<file path="config.mk">
export PLATFORM = sky130hd
export DESIGN_NAME = rdsc_top
export DESIGN_NICKNAME = d
export VERILOG_FILES = /design/src/rtl/rdsc_pkg.sv /design/src/rtl/rdsc_ahb_slave.sv /design/src/rtl/rdsc_lut_loader.sv /design/src/rtl/rdsc_top.sv
export VERILOG_INCLUDE_DIRS = /design/src /design/src/rtl
export SDC_FILE = /design/constraint.sdc
export NUM_CORES = 1
export LEC_CHECK = 0
export BUFFER_PORTS_ARGS = -buffer_cell sky130_fd_sc_hd__buf_4
export CORE_MARGIN = 5
export CORE_UTILIZATION = 54
export DETAILED_ROUTE_END_ITERATION = 6
export GPL_ROUTABILITY_DRIVEN = 0
export HOLD_SLACK_MARGIN = 0.05
export PLACE_DENSITY = 0.89
export SYNTH_ARGS = -nofsm -noshare
export SYNTH_HDL_FRONTEND = slang
export SYNTH_SLANG_ARGS = --single-unit
</file>
<file path="constraint.sdc">
create_clock -name hclk -period 6.92 [get_ports hclk]
set_input_delay 0.692 -clock hclk [delete_from_list [all_inputs] [get_ports hclk]]
set_output_delay 0.692 -clock hclk [all_outputs]
set_load 0.02 [all_outputs]
</file>
<file path="src/rtl/rdsc_cfg.svh">
// Offsets, field positions, reset values and table constants of the config bank
`ifndef RDSC_CFG_SVH
`define RDSC_CFG_SVH

`define RDSC_IDX_POST_BW 30'h110
`define RDSC_IDX_RSVD 30'h111
`define RDSC_IDX_SYNTH 30'h112
`define RDSC_IDX_GLUT 30'h113
`define RDSC_IDX_STATUS 30'h140

`define RDSC_RST_POST_BW 8'h01
`define RDSC_RST_RSVD 8'h00
`define RDSC_RST_SYNTH 8'h00
`define RDSC_RST_GLUT 8'h00

`define RDSC_F_CFG_A 7:2
`define RDSC_F_PHASE 1:0
`define RDSC_F_GAIN 7:6
`define RDSC_F_TSEL 5:4
`define RDSC_F_CFG_B 3:0

`define RDSC_BW_SCALE 9'h2
`define RDSC_HSIZE_WORD 3'h2
`define RDSC_PRAM_TX_BASE 8'h10
`define RDSC_LUT_LEN 9
`define RDSC_FAST_RATE 12'h3e8
`define RDSC_ROM_RX_BASE 8'h10
`define RDSC_ROM_TX_BASE 8'h40
`define RDSC_ROM_TXW_BASE 8'h80

`endif

</file>
<file path="src/rtl/rdsc_pkg.sv">
// Types and table-select decoding shared by the config bank
package rdsc_pkg;
    typedef enum logic [1:0] {idle_state, sleep_state, receive_state, transmit_state} rdsc_radio_e;
    typedef enum logic [1:0] {gain_free, gain_manual, gain_hold, gain_sync} rdsc_gain_e;
    typedef enum logic {ld_idle, ld_run} rdsc_ld_e;

    function automatic logic rdsc_tx_custom(input logic [1:0] sel);
        rdsc_tx_custom = sel[1];
    endfunction

    function automatic logic rdsc_rx_custom(input logic [1:0] sel);
        rdsc_rx_custom = sel[0];
    endfunction
endpackage

</file>
<file path="src/rtl/rdsc_ahb_slave.sv">
// AHB-Lite front end: word writes at zero wait, reads with one wait state
`timescale 1ns/100ps
`include "rdsc_cfg.svh"
module rdsc_ahb_slave (
    input wire logic hclk,
    input wire logic hresetn,
    input wire logic hsel,
    input wire logic [31:0] haddr,
    input wire logic [1:0] htrans,
    input wire logic hwrite,
    input wire logic [2:0] hsize,
    input wire logic hready,
    input wire logic [31:0] hwdata,
    input wire logic [7:0] rd_data,
    output logic hreadyout,
    output logic hresp,
    output logic [31:0] hrdata,
    output logic reg_wr,
    output logic [29:0] reg_idx,
    output logic [7:0] reg_wdata
);
    logic ph_q, wr_q, rd_wait_q;
    logic [29:0] idx_q;
    logic [31:0] hrdata_q;
    wire take = hsel && htrans[1] && hready;

    always_ff @(posedge hclk or negedge hresetn) begin
        if (!hresetn) begin
            ph_q <= 1'b0;
            wr_q <= 1'b0;
            rd_wait_q <= 1'b0;
            idx_q <= 30'h0;
            hrdata_q <= 32'h0;
        end else if (rd_wait_q) begin
            // Wait state lets a write in the previous data phase land first
            rd_wait_q <= 1'b0;
            hrdata_q <= {24'h0, rd_data};
        end else if (take) begin
            ph_q <= 1'b1;
            wr_q <= hwrite && (hsize == `RDSC_HSIZE_WORD);
            rd_wait_q <= !hwrite;
            idx_q <= haddr[31:2];
        end else begin
            ph_q <= 1'b0;
        end
    end

    assign hreadyout = !rd_wait_q;
    assign hresp = 1'b0;
    assign hrdata = hrdata_q;
    assign reg_wr = ph_q && wr_q;
    assign reg_idx = idx_q;
    assign reg_wdata = hwdata[7:0];
endmodule // rdsc_ahb_slave

</file>
<file path="src/rtl/rdsc_lut_loader.sv">
// Loop-bandwidth table loader run on each entry into transmit or receive
`timescale 1ns/100ps
`include "rdsc_cfg.svh"
module rdsc_lut_loader #(
    parameter int unsigned LUT_LEN = `RDSC_LUT_LEN
) (
    input wire logic hclk,
    input wire logic hresetn,
    input rdsc_pkg::rdsc_radio_e radio_state,
    input wire logic [1:0] table_sel,
    input wire logic [5:0] rx_cfg_a,
    input wire logic [3:0] rx_cfg_b,
    input wire logic tx_wide,
    output logic pram_rd,
    output logic [7:0] pram_addr,
    input wire logic [7:0] pram_rdata,
    output logic lut_valid,
    output logic [3:0] lut_idx,
    output logic [7:0] lut_data,
    output logic lut_custom,
    output logic busy,
    output logic done
);
    import rdsc_pkg::*;

    function automatic logic [7:0] rom_word(input logic [1:0] bank, input logic [3:0] idx);
        case (bank)
            2'h1: rom_word = `RDSC_ROM_TX_BASE + {3'h0, idx, 1'h0};
            2'h2: rom_word = `RDSC_ROM_TXW_BASE + {2'h0, idx, 2'h0};
            default: rom_word = `RDSC_ROM_RX_BASE + {4'h0, idx};
        endcase
    endfunction

    rdsc_ld_e st_q;
    rdsc_radio_e prev_q;
    logic ram_q, cus_q, s1_v_q, s1_ram_q, s1_cus_q;
    logic [1:0] bank_q, s1_bank_q;
    logic [3:0] cnt_q, s1_idx_q;
    logic lut_valid_q, lut_custom_q;
    logic [3:0] lut_idx_q;
    logic [7:0] lut_data_q;

    wire enter_tx = (radio_state == transmit_state) && (prev_q != transmit_state);
    wire enter_rx = (radio_state == receive_state) && (prev_q != receive_state);
    wire start = enter_tx || enter_rx;
    wire issue = (st_q == ld_run);
    wire last = (cnt_q == 4'(LUT_LEN - 1));
    wire use_ram = enter_tx && rdsc_tx_custom(table_sel);
    wire use_cus = enter_rx && rdsc_rx_custom(table_sel);
    // Receive is always the narrow bank; transmit picks by rate and shaping
    wire [1:0] bank = enter_tx ? (tx_wide ? 2'h2 : 2'h1) : 2'h0;
    wire [7:0] cus_word = (s1_idx_q == 4'h0) ? {rx_cfg_a, 2'h0} :
                          (s1_idx_q == 4'h1) ? {4'h0, rx_cfg_b} : rom_word(2'h0, s1_idx_q);
    wire [7:0] word = s1_ram_q ? pram_rdata : (s1_cus_q ? cus_word : rom_word(s1_bank_q, s1_idx_q));

    always_ff @(posedge hclk or negedge hresetn) begin
        if (!hresetn) begin
            st_q <= ld_idle;
            prev_q <= idle_state;
            cnt_q <= 4'h0;
            ram_q <= 1'b0;
            cus_q <= 1'b0;
            bank_q <= 2'h0;
        end else begin
            prev_q <= radio_state;
            if (start) begin
                // A fresh entry restarts the load from the first entry
                st_q <= ld_run;
                cnt_q <= 4'h0;
                ram_q <= use_ram;
                cus_q <= use_ram || use_cus;
                bank_q <= bank;
            end else if (issue && last) begin
                st_q <= ld_idle;
            end else if (issue) begin
                cnt_q <= cnt_q + 4'h1;
            end
        end
    end

    always_ff @(posedge hclk or negedge hresetn) begin
        if (!hresetn) begin
            s1_v_q <= 1'b0;
            s1_ram_q <= 1'b0;
            s1_cus_q <= 1'b0;
            s1_bank_q <= 2'h0;
            s1_idx_q <= 4'h0;
            lut_valid_q <= 1'b0;
            lut_idx_q <= 4'h0;
            lut_data_q <= 8'h0;
            lut_custom_q <= 1'b0;
        end else begin
            s1_v_q <= issue;
            s1_ram_q <= ram_q;
            s1_cus_q <= cus_q;
            s1_bank_q <= bank_q;
            s1_idx_q <= cnt_q;
            lut_valid_q <= s1_v_q;
            lut_idx_q <= s1_idx_q;
            lut_data_q <= word;
            lut_custom_q <= s1_cus_q;
        end
    end

    assign pram_rd = issue && ram_q;
    assign pram_addr = `RDSC_PRAM_TX_BASE + {4'h0, cnt_q};
    assign lut_valid = lut_valid_q;
    assign lut_idx = lut_idx_q;
    assign lut_data = lut_data_q;
    assign lut_custom = lut_custom_q;
    assign busy = issue || s1_v_q || lut_valid_q;
    assign done = lut_valid_q && (lut_idx_q == 4'(LUT_LEN - 1));
endmodule // rdsc_lut_loader

</file>
<file path="src/rtl/rdsc_top.sv">
// Radio demodulator and synthesizer configuration bank on AHB-Lite
`timescale 1ns/100ps
`include "rdsc_cfg.svh"

// Function
// - Post-demodulator filter bandwidth in kHz is twice the programmed code.
// - Low two bits of synth register set correlator demodulator phase.
// - Gain field: free run, manual, hold, sync lock when preamble match zero.
// - Mode 0: load ROM tables on every entry into transmit or receive.
// - Mode 1: custom receive table, entries 0 and 1 from config fields, ROM for transmit.
// - Mode 2: transmit table from packet RAM 0x10 to 0x18, ROM receive.
// - Mode 3: custom receive table and packet RAM transmit table.
// - Automatic tables: narrow receive, transmit chosen by rate and modulation.
module rdsc_top #(
    parameter int unsigned LUT_LEN = `RDSC_LUT_LEN
) (
    input wire logic hclk,
    input wire logic hresetn,
    input wire logic hsel,
    input wire logic [31:0] haddr,
    input wire logic [1:0] htrans,
    input wire logic hwrite,
    input wire logic [2:0] hsize,
    input wire logic hready,
    input wire logic [31:0] hwdata,
    output logic hreadyout,
    output logic hresp,
    output logic [31:0] hrdata,
    input rdsc_pkg::rdsc_radio_e radio_state,
    input wire logic preamble_match,
    input wire logic [11:0] data_rate,
    input wire logic mod_shaped,
    output logic pram_rd,
    output logic [7:0] pram_addr,
    input wire logic [7:0] pram_rdata,
    output logic lut_valid,
    output logic [3:0] lut_idx,
    output logic [7:0] lut_data,
    output logic lut_custom,
    output logic [8:0] code_a_khz,
    output logic [1:0] correlator_phase,
    output logic gain_free_run,
    output logic gain_manual,
    output logic gain_hold,
    output logic gain_sync_lock
);
    import rdsc_pkg::*;

    // ------------------------------------------------------------
    // Bus front end
    // ------------------------------------------------------------
    logic reg_wr;
    logic [29:0] reg_idx;
    logic [7:0] reg_wdata;
    logic [7:0] rd_data;

    rdsc_ahb_slave u_bus (
        .hclk(hclk),
        .hresetn(hresetn),
        .hsel(hsel),
        .haddr(haddr),
        .htrans(htrans),
        .hwrite(hwrite),
        .hsize(hsize),
        .hready(hready),
        .hwdata(hwdata),
        .rd_data(rd_data),
        .hreadyout(hreadyout),
        .hresp(hresp),
        .hrdata(hrdata),
        .reg_wr(reg_wr),
        .reg_idx(reg_idx),
        .reg_wdata(reg_wdata)
    );

    // ------------------------------------------------------------
    // Config registers
    // ------------------------------------------------------------
    logic [7:0] post_bw_q, rsvd_q, synth_q, glut_q;
    logic [3:0] loads_q;
    wire hit_post_bw = (reg_idx == `RDSC_IDX_POST_BW);
    wire hit_rsvd = (reg_idx == `RDSC_IDX_RSVD);
    wire hit_synth = (reg_idx == `RDSC_IDX_SYNTH);
    wire hit_glut = (reg_idx == `RDSC_IDX_GLUT);
    wire hit_status = (reg_idx == `RDSC_IDX_STATUS);

    // Plain storage: no check on the host's legal-value obligations
    always_ff @(posedge hclk or negedge hresetn) begin
        if (!hresetn) begin
            post_bw_q <= `RDSC_RST_POST_BW;
            rsvd_q <= `RDSC_RST_RSVD;
            synth_q <= `RDSC_RST_SYNTH;
            glut_q <= `RDSC_RST_GLUT;
        end else if (reg_wr) begin
            if (hit_post_bw) post_bw_q <= reg_wdata;
            if (hit_rsvd) rsvd_q <= reg_wdata;
            if (hit_synth) synth_q <= reg_wdata;
            if (hit_glut) glut_q <= reg_wdata;
        end
    end

    // ------------------------------------------------------------
    // Table loader
    // ------------------------------------------------------------
    logic ld_busy, ld_done;
    wire [1:0] table_sel = glut_q[`RDSC_F_TSEL];
    wire tx_wide = (data_rate >= `RDSC_FAST_RATE) || mod_shaped;

    rdsc_lut_loader #(
        .LUT_LEN(LUT_LEN)
    ) u_loader (
        .hclk(hclk),
        .hresetn(hresetn),
        .radio_state(radio_state),
        .table_sel(table_sel),
        .rx_cfg_a(synth_q[`RDSC_F_CFG_A]),
        .rx_cfg_b(glut_q[`RDSC_F_CFG_B]),
        .tx_wide(tx_wide),
        .pram_rd(pram_rd),
        .pram_addr(pram_addr),
        .pram_rdata(pram_rdata),
        .lut_valid(lut_valid),
        .lut_idx(lut_idx),
        .lut_data(lut_data),
        .lut_custom(lut_custom),
        .busy(ld_busy),
        .done(ld_done)
    );

    // Wraps; only a rough activity indicator for software
    always_ff @(posedge hclk or negedge hresetn) begin
        if (!hresetn) begin
            loads_q <= 4'h0;
        end else if (ld_done) begin
            loads_q <= loads_q + 4'h1;
        end
    end

    // ------------------------------------------------------------
    // Read mux and derived outputs
    // ------------------------------------------------------------
    wire [7:0] status = {ld_busy, lut_custom, table_sel, loads_q};
    assign rd_data = hit_post_bw ? post_bw_q :
                     hit_rsvd ? rsvd_q :
                     hit_synth ? synth_q :
                     hit_glut ? glut_q :
                     hit_status ? status : 8'h00;

    wire rdsc_gain_e gain_sel = rdsc_gain_e'(glut_q[`RDSC_F_GAIN]);
    assign code_a_khz = {1'b0, post_bw_q} * `RDSC_BW_SCALE;
    assign correlator_phase = synth_q[`RDSC_F_PHASE];
    assign gain_free_run = (gain_sel == gain_free);
    // Scoped: the output ports shadow the imported literals of the same name
    assign gain_manual = (gain_sel == rdsc_pkg::gain_manual);
    assign gain_hold = (gain_sel == rdsc_pkg::gain_hold);
    assign gain_sync_lock = (gain_sel == gain_sync) && !preamble_match;

    // ------------------------------------------------------------
    // Checks
    // ------------------------------------------------------------
    rdsc_radio_e chk_prev_q;
    always_ff @(posedge hclk or negedge hresetn) begin
        if (!hresetn) begin
            chk_prev_q <= idle_state;
        end else begin
            chk_prev_q <= radio_state;
        end
    end
    wire chk_ent_tx = (radio_state == transmit_state) && (chk_prev_q != transmit_state);
    wire chk_ent_rx = (radio_state == receive_state) && (chk_prev_q != receive_state);
endmodule // rdsc_top
</file>
==> results of run 1 <==
## worst min path at each step
stage / from / endpoint / slack (ns) / cells past startpoint
after detailed placement: u_loader.cus_q$_DFFE_PN0N_ / u_loader.s1_cus_q$_DFF_PN0_ / 0.37 / 0
after global routing: hresetn / u_bus.reg_idx[15]$_DFFE_PN0P_ / 0.21 / 1
final: hresetn / u_bus.reg_idx[25]$_DFFE_PN0P_ / 0.21 / 1
after floorplan: u_loader.s1_v_q$_DFF_PN0_ / u_loader.lut_valid$_DFF_PN0_ / 0.35 / 0
after global placement: u_loader.s1_v_q$_DFF_PN0_ / u_loader.lut_valid$_DFF_PN0_ / 0.35 / 0
after CTS: hresetn / u_bus.reg_idx[23]$_DFFE_PN0P_ / 0.20 / 1
## layout make-up
| cell class | count | area (um^2) |
|---|---|---|
| Multi-Input combinational cell | 273 | 2017 |
| Clock inverter | 6 | 60.06 |
| Clock buffer | 10 | 137.6 |
| Sequential cell | 111 | 2779 |
| Timing Repair Buffer | 111 | 833.3 |
| Fill cell | 661 | 3134 |
| Inverter | 14 | 52.55 |
| Tap cell | 111 | 138.9 |
## worst reg2reg max path, stage by stage, from the launching register on
cell	delay, ns
dfrtp_1	0.50
or4b_1	0.77
or3_1	0.60
nor3_4	0.51
mux2_2	0.40
## logic make-up (layout without fill, tap and decap cells)
| family | count (synthesis) | after routing | synth area share (%) |
|---|---|---|---|
| flops | 111 | 111 | 55.22 |
| simple gates | 100 | 100 | 11.04 |
| mux | 68 | 68 | 15.14 |
| compound gates | 61 | 61 | 8.702 |
| buf+inv | 58 | 141 | 6.788 |
| fa+ha+maj | 7 | 7 | 1.740 |
| xor+xnor | 7 | 7 | 1.218 |
| other cells | 2 | 30 | 0.1492 |
## cell usage in the layout, fill, tap and decap left out, types with 10 or more instances in the layout
cell,netlist,final
nand2_1,29,29
o21ai_0,11,11
mux2_2,65,65
buf_4,32,111
inv_1,13,13
clkbuf_8,0,10
a21oi_1,11,11
conb_1,2,30
nor2_1,22,22
dfrtp_1,110,110
## metrics by stage
stage | utilization (%) | cells
floorplan | - | 442
global placement | 63.60 | 620
detailed placement | 63.60 | 620
CTS | 65.76 | 636
global route | 65.76 | 636
finish | 65.76 | 636
## power groups by stage
stage	clock (W)	sequential (W)	combinational, W
floorplan	0	0.000825	0.000164
global placement	0	0.000814	0.000280
detailed placement	0	0.000821	0.000295
CTS	0.000387	0.000808	0.000297
global route	0.000416	0.000822	0.000322
finish	0.000378	0.000811	0.000295
## synthesized netlist by cell type (3+ instances only)
| cell type | count |
|---|---|
| a22oi_1 | 4 |
| nor2b_1 | 5 |
| nor2_1 | 22 |
| nand3_1 | 4 |
| and2_1 | 3 |
| o41ai_1 | 3 |
| buf_2 | 3 |
| ha_1 | 7 |
| mux2_2 | 65 |
| nor4_1 | 6 |
| a32o_1 | 6 |
| clkbuf_1 | 9 |
| mux2i_1 | 3 |
| nand2b_1 | 8 |
| buf_4 | 32 |
| inv_1 | 13 |
| o21ai_0 | 11 |
| o32ai_1 | 7 |
| xnor2_1 | 4 |
| xor2_1 | 3 |
| dfrtp_1 | 110 |
| nand4_1 | 5 |
| a211oi_1 | 7 |
| nand2_1 | 29 |
| a21oi_1 | 11 |
## registers in the layout, indices dropped and copies added, names as in the netlist, 4 cells and up
name	count
glut_q	8
loads_q	4
post_bw_q	8
rsvd_q	8
synth_q	8
u_bus.hrdata	8
u_bus.reg_idx	30
u_loader.cnt_q	4
u_loader.lut_data	8
u_loader.lut_idx	4
u_loader.s1_idx_q	4
## routing by layer
| metal | GRT usage, % | wire (um) | up-vias |
|---|---|---|---|
| met5 | 0 | 0 | - |
| met4 | 7.123 | 129 | 0 |
| met3 | 4.129 | 679 | 12 |
| met2 | 37.74 | 6316 | 126 |
| met1 | 24.37 | 4400 | 1786 |
| li1 | - | - | 1635 |
==> results by group, run 1 <==
Run status
  – Status: finished clean

CTS
  – CTS sink count: around 110
  – Worst-path clk slew: ~0.11 ns
  – Setup Buffers After CTS: 0
  – Worst-skew pair later-pin latency: 0.37 ns
  – H-tree level count: 3
  – CTS tree: built
  – Maximum root-to-sink buffer count: 2
  – Hold Buf Count CTS: 0
  – Gates resized, CTS repair: 0
  – CTS Buf Count: 9
  – Root Driver: clkbuf_8

Global routing
  – First-pass GRT wire length: around 19000 um
  – Pin count of the biggest net entering global routing: 87
  – Vias in the first global route: 3682
  – Congestion Overflow GR: 0
  – Initial antenna violation count: 0
  – Total track usage: between 20% and 30%

Yosys
  – Register bit total from synthesis: approximately 110
  – Warnings, synthesis: 0
  – Post-synthesis sequential area ratio: between 50% and 60%
  – Largest cells by area after synthesis: dfrtp_1, mux2_2, buf_4
  – Async S/R FF share, synth: between 90% and 100%
  – Post-synth EDFFs: 0
  – Area of the mapped netlist: between 5000 and 6000 um^2
  – Area leader, netlist: dfrtp_1
  – Post-synthesis cell type count: between 40 and 50
  – Synth Flop Type: dfrtp_1
  – Cells after Synth: 414
  – Mean post-synth cell area: around 12 um^2
  – Top cell type's share of synthesized area: a little over half

Timing
  – Min cycle time layout: a little under 3 ns
  – Slew Limit Fails: 0
  – Relative slew slack: 30.39%
  – Final Cycle Share: between 40% and 50%
  – Setup ws final: around 4.0 ns
  – Hold_ws: 0.2068 ns
  – Fin. Hold Viols: 0
  – Worst Skew: about 0.016 ns
  – Max Clk Rate: between 300 and 400 MHz
  – Final Setup Violations: 0
  – RSZ-0062 raised after global routing: no
  – Setup TNS: 0 ns
  – Actual slew at the worst max-slew pin: ~1.0 ns

Critical path
  – Top delay family on crit path: simple AND/OR/NAND/NOR gates
  – Critical Path RT: 7.17 ns
  – R2r setup slk: about 4.0 ns
  – CP max stage cell: or4b_1
  – Critical path origin: u_bus.reg_idx[6]$_DFFE_PN0P_
  – Critical Path End: post_bw_q[5]$_DFFE_PN0P_
  – Startpoint Class: register
  – CP Depth: 4
  – Worst Path Buf+Inv: 0
  – Worst setup EP type: register
  – Worst-case reg-to-reg path depth: 4
  – Max incr delay on CP: approximately 0.77 ns
  – Critical Path AT: between 3 and 4 ns
  – Critical R2R Launch: u_bus.reg_idx[6]$_DFFE_PN0P_
  – Kind of critical path: reg2reg
  – Max Fanout on Critical Path: 12
  – CP Cell Sequence: or4b_1 > or3_1 > nor3_4 > mux2_2
  – Worst flop-to-flop path endpoint: post_bw_q[5]$_DFFE_PN0P_

Floorplanning
  – Die Footprint: between 10000 and 15000 um^2
  – Num rows: 35
  – Die W: about 110 um
  – Core ar.: between 9000 and 10000 um^2
  – Initial Utilization: between 50% and 60%
  – Die Y: ~110 um
  – I/O pin count: 170

Cells and area
  – Share of layout cells above drive strength 1: a little under two fifths
  – Design area: about 6000 um^2
  – Area Overhead vs Synth: 19.59%
  – Nets: between 600 and 700
  – N_diodes: 0

Placed design
  – IO Port Bufs: about 110
  – Dpl ws: between 4 and 5 ns
  – Placed Area: around 5800 um^2
  – Post-DP HPWL: around 8600 um

Routing
  – DRT iter0 DRCs: slightly below 200
  – Remaining antenna violation count after routing: 0
  – Avg WL per Cell: roughly 18 um
  – Routed Wire Length: about 12000 um
  – Vias: approximately 3600
  – Avg Vias per Cell: approximately 5.6
  – First-pass DRT Iterations: 4
  – Drt drc: 0

Pwr
  – Pwr dens: 246.7 nW/um^2
  – Comb pwr share: 19.9%
  – Psw: 0.0004683 W
  – Switching part of the total: about a third
  – Reg power frac: 54.7%
  – Overall power: 0.001484 W
  – Int Pwr: slightly above 0.001 W
  – Clock power share: roughly 26%
  – Peak supply drop: 0.0001263 V
  – Leak: approximately 2.9 nW

Worst hold path
  – HP Class: in2async

Job
  – Max-cap violations: 0
Power figures use the tool's default switching activity.
==> run 2: changes to the inputs <==
--- a/config.mk
+++ b/config.mk
@@ -8,11 +8,11 @@
 export LEC_CHECK = 0
 export BUFFER_PORTS_ARGS = -buffer_cell sky130_fd_sc_hd__buf_4
 export CORE_MARGIN = 5
-export CORE_UTILIZATION = 54
+export CORE_UTILIZATION = 46
 export DETAILED_ROUTE_END_ITERATION = 6
 export GPL_ROUTABILITY_DRIVEN = 0
 export HOLD_SLACK_MARGIN = 0.05
-export PLACE_DENSITY = 0.89
+export PLACE_DENSITY = 0.81
 export SYNTH_ARGS = -nofsm -noshare
 export SYNTH_HDL_FRONTEND = slang
 export SYNTH_SLANG_ARGS = --single-unit
==> constraint.sdc (replaced) <==
create_clock -name hclk -period 2.61 [get_ports hclk]
set_input_delay 0.261 -clock hclk [delete_from_list [all_inputs] [get_ports hclk]]
set_output_delay 0.261 -clock hclk [all_outputs]
set_load 0.02 [all_outputs]
==> results by group, run 2 (synthesized netlist as in run 1, its figures left out) <==
Run status
  – Status: finished clean (unchanged)

Timing
  – Slew Limit Fails: 0 (unchanged)
  – Actual slew at the worst max-slew pin: 0.8438 ns (was 1.044 ns)
  – Max Clk Rate: 416.3 MHz (was 344.5 MHz)
  – RSZ-0062 raised after global routing: no (unchanged)
  – Fin. Hold Viols: 0 (unchanged)
  – Min cycle time layout: 2.402 ns (was 2.903 ns)
  – Relative slew slack: 43.75% (was 30.39%)
  – Final Setup Violations: 0 (unchanged)
  – Final Cycle Share: 92.04% (was 41.95%)
  – Setup TNS: 0 ns (unchanged)
  – Worst Skew: 0.01036 ns (was 0.01581 ns)

Global routing
  – Total track usage: 17.89% (was 20.73%)
  – First-pass GRT wire length: 18680 um (was 18550 um)
  – Pin count of the biggest net entering global routing: 68 (was 87)
  – Initial antenna violation count: 0 (unchanged)
  – Congestion Overflow GR: 0 (unchanged)
  – Vias in the first global route: 3789 (was 3682)

Cells and area
  – Finished Layout Cells: 679 (was 636)
  – N_diodes: 0 (unchanged)
  – Area Overhead vs Synth: 22.92% (was 19.59%)
  – Max FFs per register: 30 (unchanged)
  – Commonest non-fill, non-tap cell in the layout: buf_4 (unchanged)
  – Nets: 639 (was 625)
  – Design area: 6186 um^2 (was 6018 um^2)
  – Final Util: 57.32% (was 65.76%)
  – Share of layout cells above drive strength 1: 38.40% (was 37.90%)
  – Most frequent cells in the layout: buf_4, dfrtp_1, mux2_2 (unchanged)

Routing
  – Remaining antenna violation count after routing: 0 (unchanged)
  – Avg Vias per Cell: 5.258 (was 5.596)
  – First-pass DRT Iterations: 4 (unchanged)
  – Vias: 3570 (was 3559)
  – Drt drc: 0 (unchanged)
  – Routed Wire Length: 11440 um (was 11530 um)
  – DRT iter0 DRCs: 180 (was 196)
  – Avg WL per Cell: 16.85 um (was 18.12 um)

Floorplanning
  – I/O pin count: 170 (unchanged)
  – Die Y: 114.6 um (was 106.5 um)
  – Core ar.: 10790 um^2 (was 9153 um^2)
  – Die Footprint: 13130 um^2 (was 11350 um^2)
  – Die W: 114.6 um (was 106.5 um)
  – Num rows: 38 (was 35)
  – Initial Utilization: 46.63% (was 54.98%)

Critical path
  – Startpoint Class: register (unchanged)
  – Worst-case reg-to-reg path depth: 5 (was 4)
  – Critical Path End: post_bw_q[7]$_DFFE_PN0P_ (was post_bw_q[5]$_DFFE_PN0P_)
  – Critical path origin: u_bus.reg_idx[6]$_DFFE_PN0P_ (unchanged)
  – Worst setup EP type: register (unchanged)
  – R2r setup slk: 0.21 ns (was 4.02 ns)
  – Critical R2R Launch: u_bus.reg_idx[6]$_DFFE_PN0P_ (unchanged)
  – Worst flop-to-flop path endpoint: post_bw_q[7]$_DFFE_PN0P_ (was post_bw_q[5]$_DFFE_PN0P_)
  – Kind of critical path: reg2reg (unchanged)
  – Max Fanout on Critical Path: 8 (was 12)
  – Critical Path RT: 2.86 ns (was 7.17 ns)
  – Critical Path AT: 2.65 ns (was 3.16 ns)

Placed design
  – Post-DP HPWL: 8637 um (was 8604 um)
  – Placed cell count: 659 (was 620)
  – Placed Area: 5944 um^2 (was 5821 um^2)
  – IO Port Bufs: 109 (unchanged)

CTS
  – Maximum root-to-sink buffer count: 2 (unchanged)
  – Worst-path clk slew: 0.10 ns (was 0.11 ns)
  – Worst-skew pair later-pin latency: 0.36 ns (was 0.37 ns)
  – Gates resized, CTS repair: 0 (unchanged)
  – CTS Buf Count: 9 (unchanged)
  – CTS tree: built (unchanged)
  – H-tree level count: 3 (unchanged)
  – CTS sink count: 111 (unchanged)
  – Root Driver: clkbuf_8 (unchanged)

Job
  – Max-cap violations: 0 (unchanged)

Worst hold path
  – HP Class: in2reg (was in2async)

Pwr
  – Pwr dens: 645.8 nW/um^2 (was 246.7 nW/um^2)
  – Leak: 3.012 nW (was 2.943 nW)
  – Peak supply drop: 0.0003267 V (was 0.0001263 V)
-- run 2: cell types whose count changed in the layout (fill, tap and decap cells not counted), sizes merged --
cell         previous run  this run
inv                    17        13
bufinv                  0         1
dlygate4sd3             0         4
buf                   111       121
clkinv                  3         2
clkinvlp                0         1
clkbuf                 10        13
-- run 2: area by class of cell --
type                    count  area [um^2]
repair buffers            125        960.9
clock buffers              13        158.9
inverters                  14        52.55
well taps                 140        175.2
flip-flops and latches    111         2779
clock inverters             3        42.54
multi-input cells         273         2017
fillers                   878         4607
-- run 2: worst min path at each step --
stage,from,slack (ns),depth (start not counted),end
CTS,pram_rdata[1],0.1,3,u_loader.lut_data[1]$_DFF_PN0_
global placement,u_loader.s1_v_q$_DFF_PN0_,0.35,0,u_loader.lut_valid$_DFF_PN0_
floorplan,hresetn,-0.03,0,glut_q[0]$_DFFE_PN0P_
finish,pram_rdata[1],0.11,3,u_loader.lut_data[1]$_DFF_PN0_
detailed placement,u_loader.s1_v_q$_DFF_PN0_,0.36,0,u_loader.lut_valid$_DFF_PN0_
global route,haddr[25],0.10,2,u_bus.reg_idx[23]$_DFFE_PN0P_
-- run 2: power by group --
| group | internal [W] | switching, W |
|---|---|---|
| clock network | 0.000497 | 0.000548 |
| registers | 0.00193 | 0.000209 |
| logic | 0.000382 | 0.000427 |
| total | 0.00281 | 0.00118 |
-- run 2: per-layer routing --
metal	share of wire (%)	routed length [um]	global-route usage, %
met4	1.8	204	5.701
met5	0	0	0
met2	50	5740	30.23
met3	5.5	634	3.805
met1	42	4863	23.02
-- run 2: what timing repair did --
item | in CTS | in global routing
hold buffers | 4 | 0
buffers inserted | 0 | 0
endpoints found under the setup margin | 0 | 0
hold endpoints to repair | 67 | 0
-- run 2: critical path, stage by stage (launching register included) --
cell and delay (ns):
dfrtp_1 0.48, or4b_1 0.64, or3_1 0.42, nor3_4 0.19
buf_4 0.21, mux2_2 0.35
-- run 2: stage by stage --
step / worst slack (ns) / hold WS [ns] / power, W
3_5_place_dp: 0.2427 / 0.3635 / 0.002977
2_1_floorplan: 0.4218 / -0.03459 / 0.002622
4_1_cts: 0.2059 / 0.09851 / 0.004017
6_report: 0.2078 / 0.1142 / 0.003995
5_1_grt: 0.1258 / 0.1017 / 0.004202
3_3_place_gp: 0.2762 / 0.3494 / 0.002920
